`src/inc/fqh_consts.svh`:
```
// constants for the flash query host controller
// Overview of operation
// - address and data on separate parallel lines, never multiplexed
// - host drives chip select low for every transfer
// - write strobe low moves data host to device, output enable low device to host
// - word address width 26, 25, 24 or 23 bits by density
`ifndef FQH_CONSTS_SVH
`define FQH_CONSTS_SVH

`define FQH_ADDR_W         26
`define FQH_DATA_W         16

// apb register offsets
`define FQH_REG_CTRL       12'h000
`define FQH_REG_ADDR       12'h004
`define FQH_REG_WDATA      12'h008
`define FQH_REG_RDATA      12'h00C
`define FQH_REG_STATUS     12'h010
`define FQH_REG_CFG        12'h014

// control fields (write one to start)
`define FQH_CTRL_GO_BIT    0
`define FQH_CTRL_WR_BIT    1
`define FQH_CTRL_RST_BIT   2
// status fields
`define FQH_ST_BUSY_BIT    0
`define FQH_ST_DONE_BIT    1
`define FQH_ST_WP_BIT      2
// config fields
`define FQH_CFG_WP_BIT     0
`define FQH_CFG_DEN_LSB    1
`define FQH_CFG_RESET      3'h0

// query table word offsets and expected values
`define FQH_Q_ACC_MAX      8'h4E
`define FQH_Q_WP_LAYOUT    8'h4F
`define FQH_Q_PGM_SUSP     8'h50
`define FQH_Q_UNLOCK_SKIP  8'h51
`define FQH_Q_OTP_EXP      8'h52
`define FQH_Q_FEATURES     8'h53
`define FQH_Q_PAGE_EXP     8'h54
`define FQH_Q_ERS_SUSP_TO  8'h55
`define FQH_Q_PGM_SUSP_TO  8'h56
`define FQH_Q_PIN_RST_TO   8'h78
`define FQH_Q_POR_TO       8'h79
`define FQH_V_ACC_MAX      16'h0000
`define FQH_V_WP_BOTTOM    16'h0004
`define FQH_V_WP_TOP       16'h0005
`define FQH_V_PGM_SUSP     16'h0001
`define FQH_V_UNLOCK_SKIP  16'h0000
`define FQH_V_OTP_EXP      16'h0009
`define FQH_V_FEATURES     16'h008F
`define FQH_V_PAGE_EXP     16'h0005
`define FQH_V_ERS_SUSP_TO  16'h0006
`define FQH_V_PGM_SUSP_TO  16'h0006
`define FQH_V_PIN_RST_TO   16'h0006
`define FQH_V_POR_TO       16'h0009

// timing: 40 MHz clock
`define FQH_CLK_NS         25
`define FQH_STROBE_NS      100
`define FQH_STROBE_CYC     ((`FQH_STROBE_NS + `FQH_CLK_NS - 1) / `FQH_CLK_NS)
// pin reset wait of 2^6 us
`define FQH_PIN_RST_US     64
`define FQH_PIN_RST_CYC    (`FQH_PIN_RST_US * 1000 / `FQH_CLK_NS)

`endif

```
`src/inc/fqh_pkg.sv`:
```
// types for the flash query host controller
package fqh_pkg;
  typedef enum logic [2:0] {
    FQH_IDLE   = 3'b000,
    FQH_SETUP  = 3'b001,
    FQH_STROBE = 3'b010,
    FQH_HOLD   = 3'b011,
    FQH_RESET  = 3'b100,
    FQH_RWAIT  = 3'b101
  } fqh_state_t;

  typedef enum logic [1:0] {
    FQH_DEN_128M = 2'b00,
    FQH_DEN_256M = 2'b01,
    FQH_DEN_512M = 2'b10,
    FQH_DEN_1G   = 2'b11
  } fqh_density_t;
endpackage

```
`src/fqh_host.sv`:
```
// apb-controlled host for a parallel asynchronous nor flash
`timescale 1ns/100ps
`include "fqh_consts.svh"
module fqh_host #(
  parameter int RST_WAIT_CYC = `FQH_PIN_RST_CYC
) (
  input  wire logic                    pclk,
  input  wire logic                    presetn,
  input  wire logic                    psel,
  input  wire logic                    penable,
  input  wire logic                    pwrite,
  input  wire logic [11:0]             paddr,
  input  wire logic [31:0]             pwdata,
  output logic      [31:0]             prdata,
  output logic                         pready,
  output logic                         pslverr,
  output logic [`FQH_ADDR_W-1:0]       word_addr_lines,
  output logic                         chip_sel_n,
  output logic                         out_en_n,
  output logic                         write_n,
  output logic                         flash_reset_n,
  output logic                         write_protect_n,
  input  wire logic [`FQH_DATA_W-1:0]  data_lines_i,
  output logic [`FQH_DATA_W-1:0]       data_lines_o,
  output logic                         data_lines_oe
);
  import fqh_pkg::*;

  localparam logic [7:0] STROBE_CYC = 8'(`FQH_STROBE_CYC);

  fqh_state_t            state;
  fqh_state_t            next_state;
  logic [31:0]           cnt;
  logic [31:0]           next_cnt;
  logic [`FQH_ADDR_W-1:0] addr_reg;
  logic [`FQH_ADDR_W-1:0] next_addr_reg;
  logic [15:0]           wdata;
  logic [15:0]           next_wdata;
  logic [15:0]           rdata;
  logic [15:0]           next_rdata;
  logic                  is_wr;
  logic                  next_is_wr;
  logic                  done;
  logic                  next_done;
  logic [2:0]            cfg;
  logic [2:0]            next_cfg;
  logic [15:0]           din_sync;
  logic                  wr_acc;
  logic                  busy;
  logic [31:0]           next_prdata;

  ////////////////////////////////////////////////////////////////////////
  // address width by density
  function automatic logic [`FQH_ADDR_W-1:0] fqh_mask_addr(
    input logic [`FQH_ADDR_W-1:0] a,
    input fqh_density_t           d
  );
    logic [`FQH_ADDR_W-1:0] m;
    case (d)
      FQH_DEN_128M: m = {3'b000, {23{1'b1}}};
      FQH_DEN_256M: m = {2'b00, {24{1'b1}}};
      FQH_DEN_512M: m = {1'b0, {25{1'b1}}};
      default:      m = {26{1'b1}};
    endcase
    return a & m;
  endfunction

  fqh_sync #(
    .W (16)
  ) u_sync (
    .pclk    (pclk),
    .presetn (presetn),
    .din     (data_lines_i),
    .dout    (din_sync)
  );

  assign busy    = (state != FQH_IDLE);
  assign wr_acc  = psel && penable && pwrite;
  assign pready  = 1'b1;
  assign pslverr = 1'b0;

  ////////////////////////////////////////////////////////////////////////
  // register file and bus sequencer
  always_comb begin
    next_state    = state;
    next_cnt      = cnt;
    next_addr_reg = addr_reg;
    next_wdata    = wdata;
    next_rdata    = rdata;
    next_is_wr    = is_wr;
    next_done     = done;
    next_cfg      = cfg;
    if (wr_acc && paddr == `FQH_REG_ADDR && !busy) begin
      next_addr_reg = pwdata[`FQH_ADDR_W-1:0];
    end
    if (wr_acc && paddr == `FQH_REG_WDATA && !busy) begin
      next_wdata = pwdata[15:0];
    end
    // density and protect stay put while a transfer holds the pins
    if (wr_acc && paddr == `FQH_REG_CFG && !busy) begin
      next_cfg = pwdata[2:0];
    end
    if (wr_acc && paddr == `FQH_REG_STATUS && pwdata[`FQH_ST_DONE_BIT]) begin
      next_done = 1'b0;
    end
    case (state)
      FQH_IDLE: begin
        if (wr_acc && paddr == `FQH_REG_CTRL) begin
          if (pwdata[`FQH_CTRL_RST_BIT]) begin
            next_state = FQH_RESET;
            next_cnt   = 32'(STROBE_CYC);
            next_done  = 1'b0;
          end else if (pwdata[`FQH_CTRL_GO_BIT]) begin
            next_is_wr = pwdata[`FQH_CTRL_WR_BIT];
            next_state = FQH_SETUP;
            next_done  = 1'b0;
          end
        end
      end
      FQH_SETUP: begin
        next_state = FQH_STROBE;
        next_cnt   = 32'(STROBE_CYC);
      end
      FQH_STROBE: begin
        // read data sampled four cycles late through the synchroniser
        if (cnt == 32'h0) begin
          next_state = FQH_HOLD;
          next_cnt   = 32'h3;
        end else begin
          next_cnt = cnt - 32'h1;
        end
      end
      FQH_HOLD: begin
        if (cnt == 32'h0) begin
          if (!is_wr) begin
            next_rdata = {8'h00, din_sync[7:0]};
          end
          next_state = FQH_IDLE;
          next_done  = 1'b1;
        end else begin
          next_cnt = cnt - 32'h1;
        end
      end
      FQH_RESET: begin
        if (cnt == 32'h0) begin
          next_state = FQH_RWAIT;
          next_cnt   = 32'(RST_WAIT_CYC);
        end else begin
          next_cnt = cnt - 32'h1;
        end
      end
      FQH_RWAIT: begin
        if (cnt == 32'h0) begin
          next_state = FQH_IDLE;
          next_done  = 1'b1;
        end else begin
          next_cnt = cnt - 32'h1;
        end
      end
      default: next_state = FQH_IDLE;
    endcase
  end

  always_ff @(posedge pclk or negedge presetn) begin
    if (!presetn) begin
      state    <= FQH_IDLE;
      cnt      <= 32'h0;
      addr_reg <= '0;
      wdata    <= 16'h0000;
      rdata    <= 16'h0000;
      is_wr    <= 1'b0;
      done     <= 1'b0;
      cfg      <= `FQH_CFG_RESET;
    end else begin
      state    <= next_state;
      cnt      <= next_cnt;
      addr_reg <= next_addr_reg;
      wdata    <= next_wdata;
      rdata    <= next_rdata;
      is_wr    <= next_is_wr;
      done     <= next_done;
      cfg      <= next_cfg;
    end
  end

  ////////////////////////////////////////////////////////////////////////
  // pin drive, all from flip-flops
  always_ff @(posedge pclk or negedge presetn) begin
    if (!presetn) begin
      word_addr_lines <= '0;
      chip_sel_n      <= 1'b1;
      out_en_n        <= 1'b1;
      write_n         <= 1'b1;
      flash_reset_n   <= 1'b0;
      write_protect_n <= 1'b1;
      data_lines_o    <= 16'h0000;
      data_lines_oe   <= 1'b0;
    end else begin
      word_addr_lines <= fqh_mask_addr(addr_reg,
                           fqh_density_t'(cfg[2:1]));
      chip_sel_n      <= !(next_state == FQH_SETUP ||
                           next_state == FQH_STROBE ||
                           next_state == FQH_HOLD);
      out_en_n        <= !(!next_is_wr && (next_state == FQH_STROBE ||
                           next_state == FQH_HOLD));
      write_n         <= !(next_is_wr && next_state == FQH_STROBE);
      flash_reset_n   <= (next_state != FQH_RESET);
      write_protect_n <= !cfg[`FQH_CFG_WP_BIT];
      data_lines_o    <= wdata;
      data_lines_oe   <= next_is_wr && next_state != FQH_IDLE &&
                         next_state != FQH_RESET &&
                         next_state != FQH_RWAIT;
    end
  end

  ////////////////////////////////////////////////////////////////////////
  // apb read data, captured in the setup cycle so it stands in the access
  always_comb begin
    next_prdata = prdata;
    if (psel && !penable) begin
      case (paddr)
        `FQH_REG_ADDR:   next_prdata = 32'(addr_reg);
        `FQH_REG_WDATA:  next_prdata = {16'h0000, wdata};
        `FQH_REG_RDATA:  next_prdata = {16'h0000, rdata};
        `FQH_REG_STATUS: next_prdata = {29'h0, !write_protect_n, done, busy};
        `FQH_REG_CFG:    next_prdata = {29'h0, cfg};
        default:         next_prdata = 32'h0000_0000;
      endcase
    end
  end

  always_ff @(posedge pclk or negedge presetn) begin
    if (!presetn) begin
      prdata <= 32'h0000_0000;
    end else begin
      prdata <= next_prdata;
    end
  end
endmodule

```
`src/fqh_sync.sv`:
```
// three-stage input synchroniser, change taken when stages two and three agree
`timescale 1ns/100ps
module fqh_sync #(
  parameter int W = 16
) (
  input  wire logic         pclk,
  input  wire logic         presetn,
  input  wire logic [W-1:0] din,
  output logic      [W-1:0] dout
);
  logic [W-1:0] s1;
  logic [W-1:0] s2;
  logic [W-1:0] s3;
  logic [W-1:0] next_dout;

  always_comb begin
    next_dout = dout;
    for (int i = 0; i < W; i++) begin
      if (s2[i] == s3[i]) begin
        next_dout[i] = s3[i];
      end
    end
  end

  always_ff @(posedge pclk or negedge presetn) begin
    if (!presetn) begin
      s1   <= '0;
      s2   <= '0;
      s3   <= '0;
      dout <= '0;
    end else begin
      s1   <= din;
      s2   <= s1;
      s3   <= s2;
      dout <= next_dout;
    end
  end
endmodule

```
`config.mk`:
```
export PLATFORM = sky130hd
export DESIGN_NAME = fqh_host
export DESIGN_NICKNAME = d
export VERILOG_FILES = /design/src/inc/fqh_pkg.sv /design/src/fqh_host.sv /design/src/fqh_sync.sv
export VERILOG_INCLUDE_DIRS = /design/src /design/src/inc
export SDC_FILE = /design/constraint.sdc
export NUM_CORES = 1
export LEC_CHECK = 0
export BUFFER_PORTS_ARGS = -buffer_cell sky130_fd_sc_hd__clkbuf_2
export CORE_AREA = 2 2 165 167
export DETAILED_ROUTE_END_ITERATION = 6
export DIE_AREA = 0 0 167 169
export PLACE_DENSITY = 0.46
export REMOVE_ABC_BUFFERS = 1
export SLEW_MARGIN = 20
export SYNTH_ARGS = -nofsm -noshare
export SYNTH_HDL_FRONTEND = slang
export SYNTH_SLANG_ARGS = --single-unit
```
`constraint.sdc`:
```
create_clock -name pclk -period 6.12 [get_ports pclk]
set_input_delay 0.918 -clock pclk [delete_from_list [all_inputs] [get_ports pclk]]
set_output_delay 0.918 -clock pclk [all_outputs]
set_load 0.005 [all_outputs]
```
==> results of run 1 <==
[metal layers]
| layer | routed length, um | up-vias | track usage |
|---|---|---|---|
| li1 | - | 2549 | - |
| met4 | 169 | 0 | 0.0371 |
| met5 | 0 | - | 0 |
| met3 | 812 | 11 | 0.0274 |
| met2 | 8450 | 131 | 0.212 |
| met1 | 9740 | 2656 | 0.206 |
[final cells by class]
type | count | area [um^2]
Timing Repair Buffer | 131 | 682
Tap cell | 341 | 427
Clock buffer | 17 | 425
Multi-Input combinational cell | 402 | 2760
Sequential cell | 196 | 4910
Fill cell | 2633 | 17000
Inverter | 12 | 45.0
Clock inverter | 15 | 209
[path summary, 6_finish.rpt]
| check | startpoint | endpoint | slack (ns) |
|---|---|---|---|
| max in group asynchronous | presetn | word_addr_lines[25] | 4.36 |
| min | u_sync.s1[1] | u_sync.s2[1] | 0.35 |
| min reg2reg | u_sync.s1[1] | u_sync.s2[1] | 0.35 |
| max reg2reg | cnt[15] | cnt[6] | 2.97 |
| min in group asynchronous | presetn | prdata[17] | 0.52 |
| max | paddr[9] | wdata[12] | 2.65 |
[stage by stage]
step | setup WS (ns) | power, W | utilization | hold slack (ns) | area, um^2
global route | 2.51 | 0.00265 | 0.357 | 0.359 | 9450
CTS | 2.62 | 0.00259 | 0.356 | 0.354 | 9450
detailed placement | 2.16 | 0.00141 | 0.333 | 0.335 | 8810
finish | 2.65 | 0.00255 | 0.357 | 0.350 | 9450
global placement | 2.12 | 0.00141 | 0.333 | 0.332 | 8810
floorplan | 2.08 | 0.00135 | - | 0.331 | 7700
[kinds of logic (layout without fill, tap and decap cells)]
family | Yosys count | in the layout | share of synthesized area
compound gates | 124 | 124 | 0.110
mux | 54 | 54 | 0.0773
simple gates | 198 | 198 | 0.136
xor+xnor | 7 | 7 | 0.00782
other cells | 2 | 8 | 0.000958
fa+ha+maj | 11 | 11 | 0.0150
buf+inv | 44 | 175 | 0.0265
flops | 196 | 196 | 0.626
[where the power goes]
| group | switching (W) | internal [W] | total, W | leakage [nW] |
|---|---|---|---|---|
| combinational | 0.0000495 | 0.0000209 | 0.0000704 | 1.63 |
| sequential | 0.00000610 | 0.00131 | 0.00131 | 2.53 |
| clock | 0.000572 | 0.000596 | 0.00117 | 0.301 |
| total | 0.000627 | 0.00193 | 0.00255 | 4.46 |
[synthesized netlist by cell type, drive strengths merged, types with 3 or more instances]
| cell | instances | share of area |
|---|---|---|
| nor2 | 35 | 0.017 |
| nor4 | 18 | 0.020 |
| inv | 12 | 0.0057 |
| buf | 15 | 0.013 |
| o211ai | 3 | 0.0029 |
| and2 | 7 | 0.0056 |
| nand2 | 58 | 0.028 |
| a31oi | 8 | 0.0064 |
| or2 | 4 | 0.0032 |
| o31ai | 3 | 0.0029 |
| a32o | 3 | 0.0038 |
| a21oi | 18 | 0.012 |
| or3 | 12 | 0.0096 |
| and3 | 4 | 0.0032 |
| dfstp | 4 | 0.013 |
| mux2 | 52 | 0.075 |
| xor2 | 5 | 0.0056 |
| nor4b | 3 | 0.0042 |
| clkbuf | 17 | 0.0081 |
| a22o | 6 | 0.0067 |
| a22oi | 14 | 0.013 |
| or4 | 8 | 0.0086 |
| o21ai | 43 | 0.028 |
| nand3 | 16 | 0.010 |
| nand4 | 5 | 0.0040 |
| maj3 | 8 | 0.010 |
| o2111ai | 5 | 0.0056 |
| dfrtp | 192 | 0.61 |
| nand2b | 5 | 0.0040 |
| nor3 | 15 | 0.010 |
| ha | 3 | 0.0048 |
| a221oi | 5 | 0.0056 |
[worst max-delay path, stage by stage]
cell and delay (ns):
clkbuf_2 0.07, or4_1 0.69, and4b_1 0.83, and3_1 0.85, mux2_2 0.41
==> impl_metrics.ini, run 1 <==
[clock_tree]
cts_tree = yes
clock_latency_ns = 0.43
clock_sinks = 196
clkTransAtPathRegs_ns = 0.08
cts-root-buf = clkbuf_16
cts_buffers = 17
post-cts-setup-buffers = 0
cts_resized = 0
hold_buffers = 0
cts_buffer_depth = 2
htree_levels = 4

[power]
powerDensity_mw_per_mm2 = 270
p_leak_nw = 4.46
vdd_ir_drop_max_uv = 197

[synthesis]
syn_inst = 636
synth_edf_count = 0
synth_seq_cells = 196
seq_area_frac_synth = 0.626
ys_async_sr_fraction = 1.00
synth_ff_type = dfrtp_1
yosysUniqueCellTypes = 67
syn_avg_cell_area_um2 = 12.3
ys_warn_count = 0
syn_area_mm2 = 0.00784

[global_route]
grt_pass1_wl_mm = 31.0
grt_use_total = 0.140
grt_pass1_vias = 5409
antenna_found_initial = 0
grt.overflow.total = 0
grt_max_degree = 87

[setup_path]
reg2reg_depth = 6
crit_type = in -> reg
worstPathMaxFanout = 17
startpoint_type = input pin
worstPathArrival_ns = 3.79
cp.required_ns = 6.44
cp-end-kind = flip-flop

[timing]
final_hold_viol_count = 0
grt_setup_unrepaired = false
drv_slew = 0
tightest_slew_ns = 0.900
setup_viol = 0
fin_crit_ns = 3.47
fin_skew_ns = 0.0125
finalCritPeriodShare = 0.567
setup_tns_ns = 0
fmax_mhz = 288
slew_headroom = 0.395

[hold_path]
min_path_cells = 0
min_path_type = reg -> reg

[layout]
drive_gt1_frac = 0.309
fin_cells = 1114
layout.nets = 828
final_cell_mix = 192 x dfrtp_1, 123 x clkbuf_2, 58 x nand2_1, 52 x mux2_2, 35 x nor2_1
largest_reg_flops = 32
areaGrowthSynthToFinish_pct = 20.6
final_common_cell = dfrtp_1
regMostFlops = cnt
diodes = 0

[die]
die_y_um = 169
die_area_mm2 = 0.0282
die_w_um = 167
initial_utilization = 0.296
rows = 60
io_pins = 147
core_mm2 = 0.0265

[placed_design]
dp_cells = 1082
gp_congestion = 0.776
hpwlAfterDp_mm = 13.4
io_buffers = 124

[outcome]
status = complete, no violations

[detailed_routing]
drt_wl_total_mm = 19.2
drt_iter0_markers = 446
first_pass_iters = 6
detail_route.wl_per_cell_um = 17.2
vias = 5347
avgViaCountPerCell = 4.80
remaining_drc_errors = 0
ant_nets = 0

[flow_run]
cap_violations = 0
Note: power is estimated with default switching activity, not from simulation.
==> inputs of run 2 (changes only) <==
clock period = 3.5 ns   (was 6.12 ns; I/O delays follow)
==> run 2 against run 1 <==
  * Flip-flop and latch count unchanged
  * Critical endpoint is now cnt[20]
  * Utilization increased by 0.39 points
  * First-iteration DRC count decreased by 33%
  * Non-clock buffer count increased by 17
  * Largest power group unchanged
  * Clock power increased by 69%
==> impl_metrics.ini, run 2 (same netlist as run 1, synthesis figures left out) <==
[outcome]
status = complete, no violations

[timing]
finalCritPeriodShare = 0.797
setup_viol = 0
fmax_mhz = 358
setup_tns_ns = 0
grt_setup_unrepaired = false
fin_skew_ns = 0.0153
fin_crit_ns = 2.79
slew_headroom = 0.493
drv_slew = 0
tightest_slew_ns = 0.760
final_hold_viol_count = 0

[die]
core_mm2 = 0.0265
die_y_um = 169
die_area_mm2 = 0.0282
die_w_um = 167
rows = 60
io_pins = 147
initial_utilization = 0.296

[detailed_routing]
detail_route.wl_per_cell_um = 16.8
drt_iter0_markers = 301
remaining_drc_errors = 0
drt_wl_total_mm = 19.0
ant_nets = 0
avgViaCountPerCell = 4.72
first_pass_iters = 4
vias = 5335

[layout]
nFillCells = 2656
regMostFlops = cnt
seqCellArea_mm2 = 0.00491
final_common_cell = dfrtp_1
largest_reg_flops = 32
multiInputGateArea_mm2 = 0.00275
drive_gt1_frac = 0.323
fin_util = 0.361
diodes = 0
layout.nets = 845
fin_area_mm2 = 0.00956
areaGrowthSynthToFinish_pct = 21.9
final_cell_mix = 192 x dfrtp_1, 123 x clkbuf_2, 58 x nand2_1, 52 x mux2_2, 35 x nor2_1

[setup_path]
r2r_start = cnt[15]
crit_type = reg -> reg
path_buf_inv = 1
cp_top_family = simple AND/OR/NAND/NOR gates
cp_slowest_cell = or4_4
cp-startpoint = cnt[15]
cp-end-kind = flip-flop
startpoint_type = flip-flop
crit_chain = or4_4 > or4_1 > nor3_2 > o21ai_0 > a21oi_2 > buf_4 > a21oi_1
worstPathMaxFanout = 15
crit_end = cnt[20]
r2r-end = cnt[20]
reg2reg_depth = 7
cp_slowest_stage_delay_ns = 0.58
critical_path_cell_count = 7
worstPathArrival_ns = 3.09
worst-r2r-setup-slack_ns = 0.71
cp.required_ns = 3.80

[clock_tree]
cts_resized = 0
clock_latency_ns = 0.43
hold_buffers = 0
cts_buffer_depth = 2
cts_buffers = 17
htree_levels = 4
clock_sinks = 196
post-cts-setup-buffers = 0
cts_tree = yes
clkTransAtPathRegs_ns = 0.08
cts-root-buf = clkbuf_16

[global_route]
grt_max_degree = 95
grt_pass1_wl_mm = 30.8
grt.overflow.total = 0
grt_pass1_vias = 5371
grt_use_total = 0.139
antenna_found_initial = 0

[power]
powerDensity_mw_per_mm2 = 461
p_leak_nw = 4.54
vdd_ir_drop_max_uv = 311

[placed_design]
gp_congestion = 0.785
dpl_cell_area_mm2 = 0.00895
hpwlAfterDp_mm = 13.4
io_buffers = 124

[flow_run]
cap_violations = 0

[hold_path]
min_path_type = in -> async
-- run 2: changes by cell type in the layout (fill, tap and decap cells not counted), sizes merged --
cell / previous run / this run
clkinv: 9 / 7
bufinv: 1 / 0
inv: 16 / 19
buf: 7 / 24
-- run 2: how the worst min path moves through the flow --
stage | startpoint | to | slack, ns | depth (start not counted)
floorplan | presetn | addr_reg[0] | 0.23 | 0
global placement | u_sync.s1[6] | u_sync.s2[6] | 0.33 | 0
detailed placement | u_sync.s1[1] | u_sync.s2[1] | 0.33 | 0
CTS | data_lines_i[7] | u_sync.s1[7] | 0.17 | 1
global route | data_lines_i[6] | u_sync.s1[6] | 0.16 | 1
finish | presetn | word_addr_lines[17] | 0.16 | 1
-- run 2: cell type report --
cell class	instances	area share
clock inverter	15	0.0187
inverter	12	0.00471
multi-input combinational	402	0.288
clock buffer	17	0.0445
tap	341	0.0446
sequential	196	0.514
timing repair buffer	148	0.0860
-- run 2: routing by layer --
metal / wire [um] / part of all wire / vias up / global-route usage
li1: - / - / 2590 / -
met1: 9690 / 0.51 / 2603 / 0.203
met2: 8230 / 0.43 / 127 / 0.210
met3: 792 / 0.042 / 15 / 0.0257
met4: 238 / 0.013 / 0 / 0.0431
met5: 0 / 0 / - / 0
-- run 2: worst reg2reg max path: stages, from the launching register on --
cell,delay [ns]
dfrtp_1,0.44
or4_4,0.58
or4_1,0.58
nor3_2,0.43
o21ai_0,0.17
a21oi_2,0.16
buf_4,0.23
a21oi_1,0.07
-- run 2: report_power, final --
| part | switching [W] | internal (W) |
|---|---|---|
| combinational | 0.0000860 | 0.0000396 |
| sequential | 0.0000111 | 0.00229 |
| clock | 0.00100 | 0.000976 |
-- run 2: metrics by stage --
stage / cells / hold WS (ns) / power [W] / setup slack [ns]
after detailed placement: 1099 / 0.335 / 0.00248 / 0.452
final: 1131 / 0.159 / 0.00440 / 0.710
after floorplan: 610 / 0.229 / 0.00237 / -0.152
after CTS: 1131 / 0.166 / 0.00448 / 0.692
after global routing: 1131 / 0.164 / 0.00459 / 0.468
after global placement: 1099 / 0.332 / 0.00248 / 0.484
==> inputs of run 3 (changes only) <==
PLACE_DENSITY = 0.48   (was 0.46)
clock period = 2.25 ns   (was 3.5 ns; I/O delays follow)
==> run 3 against run 2 <==
  * Largest power group unchanged
  * Utilization grew 5.7 points
  * The flow now finishes with violations (negative setup slack)
  * Non-clock buffer count grew 114
  * Global-route usage grew 1.3 points
==> impl_metrics.ini, run 3 (same netlist as run 1, synthesis figures left out) <==
[power]
p_leak_nw = 5.25
pwr-share-comb = 0.032
p_sw_w = 0.00166
vdd_ir_drop_max_uv = 521
clkPwrFrac = 0.444
netSwitchingFraction = 0.244
powerDensity_mw_per_mm2 = 616
power.total_w = 0.00682
seq_power_share = 0.524
internal_power_w = 0.00516

[clock_tree]
clock_latency_ns = 0.43
cts_buffer_depth = 2
cts_buffers = 17
clkTransAtPathRegs_ns = 0.08
htree_levels = 4
clock_sinks = 196
cts-root-buf = clkbuf_16
cts_tree = yes

[timing]
setup_viol = 49
fin_skew_ns = 0.0170
final_hold_viol_count = 0
fin_crit_ns = 2.55
drv_slew = 0
finalCritPeriodShare = 1.13
fmax_mhz = 392
worst_slack_ns = -0.302
setup_tns_ns = -8.71
tightest_slew_ns = 0.526
grt_setup_unrepaired = true
fin_hold_ws_ns = 0.0291
slew_headroom = 0.646

[global_route]
grt_pass1_vias = 5951
grt_pass1_wl_mm = 33.7
grt_use_total = 0.152
grt_max_degree = 51
grt.overflow.total = 0
antenna_found_initial = 1

[layout]
regMostFlops = cnt
diodes = 0
final_common_cell = dfrtp_1
layout.nets = 959
largest_reg_flops = 32
drive_gt1_frac = 0.463
final_cell_mix = 192 x dfrtp_1, 123 x clkbuf_2, 93 x buf_4, 55 x nand2_1, 52 x mux2_2
fin_area_mm2 = 0.0111
areaGrowthSynthToFinish_pct = 41.2
nFillCells = 2507

[setup_path]
crit_type = reg -> reg
cp-end-kind = flip-flop
cp.required_ns = 2.60
reg2reg_depth = 7
worstPathArrival_ns = 2.90
worst-r2r-setup-slack_ns = -0.30
worstPathMaxFanout = 3
startpoint_type = flip-flop

[detailed_routing]
remaining_drc_errors = 0
ant_nets = 0
avgViaCountPerCell = 4.72
first_pass_iters = 4
drt_iter0_markers = 343
detail_route.wl_per_cell_um = 16.8
drt_wl_total_mm = 21.0
vias = 5882

[placed_design]
dpl_cell_area_mm2 = 0.00964
hpwlAfterDp_mm = 14.8
gp_congestion = 0.809
io_buffers = 124

[die]
die_w_um = 167
die_area_mm2 = 0.0282
initial_utilization = 0.296
die_y_um = 169
io_pins = 147
rows = 60
core_mm2 = 0.0265

[hold_path]
min_path_cells = 1
min_path_type = in -> reg

[outcome]
status = complete, but fails checks
failed_checks = negative setup slack

[flow_run]
cap_violations = 0
## run 3: changes by cell type in the layout (fill, tap and decap cells not counted), sizes merged
cell and delta:
buf +106, bufbuf +1, clkbuf +1, clkinv +1, dlygate4sd3 +7, inv -2
## run 3: final cells by class
class	count	area [um^2]	area share
Sequential cell	196	4910	0.444
Clock inverter	14	158	0.0142
Multi-Input combinational cell	402	3160	0.285
Inverter	12	45.0	0.00407
Timing Repair Buffer	262	1930	0.175
Clock buffer	18	439	0.0397
Tap cell	341	427	0.0385
## run 3: power groups by stage
stage	Sequential, W	Clock [W]	Combinational (W)
CTS	0.00358	0.00313	0.000227
detailed placement	0.00365	0	0.000217
finish	0.00358	0.00303	0.000218
floorplan	0.00364	0	0.0000394
global placement	0.00365	0	0.000217
global route	0.00358	0.00330	0.000248
## run 3: worst max-delay path, cell delays in order, from the launching register on
cell	delay [ns]
dfrtp_1	0.38
or4_4	0.55
buf_6	0.13
or3_4	0.36
or2_4	0.25
a2111oi_4	0.30
or3b_1	0.37
a21oi_1	0.12
## run 3: final timing paths
check                                 from                   to
max reg2reg                        cnt[17]              cnt[30]
min reg2reg                   u_sync.s1[2]         u_sync.s2[2]
min in group asynchronous          presetn  word_addr_lines[17]
max in group asynchronous          presetn      write_protect_n
min                        data_lines_i[2]         u_sync.s1[2]
max                                cnt[17]              cnt[30]
## run 3: routing by layer
layer / wire length, um / vias up / global-route usage
li1: - / 2822 / -
met1: 9880 / 2913 / 0.213
met2: 10000 / 135 / 0.243
met3: 797 / 12 / 0.0253
met4: 236 / 0 / 0.0450
met5: 0 / - / 0
## run 3: metrics by stage
step | instances | utilization | setup WS (ns)
final | 1245 | 0.418 | -0.302
after global routing | 1245 | 0.418 | -0.369
after CTS | 1241 | 0.408 | -0.244
after detailed placement | 1181 | 0.364 | -0.485
after global placement | 1181 | 0.364 | -0.439
after floorplan | 610 | - | -1.21
## run 3: timing repair
| item | 4_1_cts | 5_1_grt |
|---|---|---|
| gates resized for setup | 68 | 49 |
| cloned | 1 | 0 |
| pin swaps | 44 | 29 |
| buffers inserted | 21 | 6 |
| hold endpoints to repair | 50 | 0 |
| setup endpoints to repair | 49 | 50 |
| hold buffers | 7 | 0 |
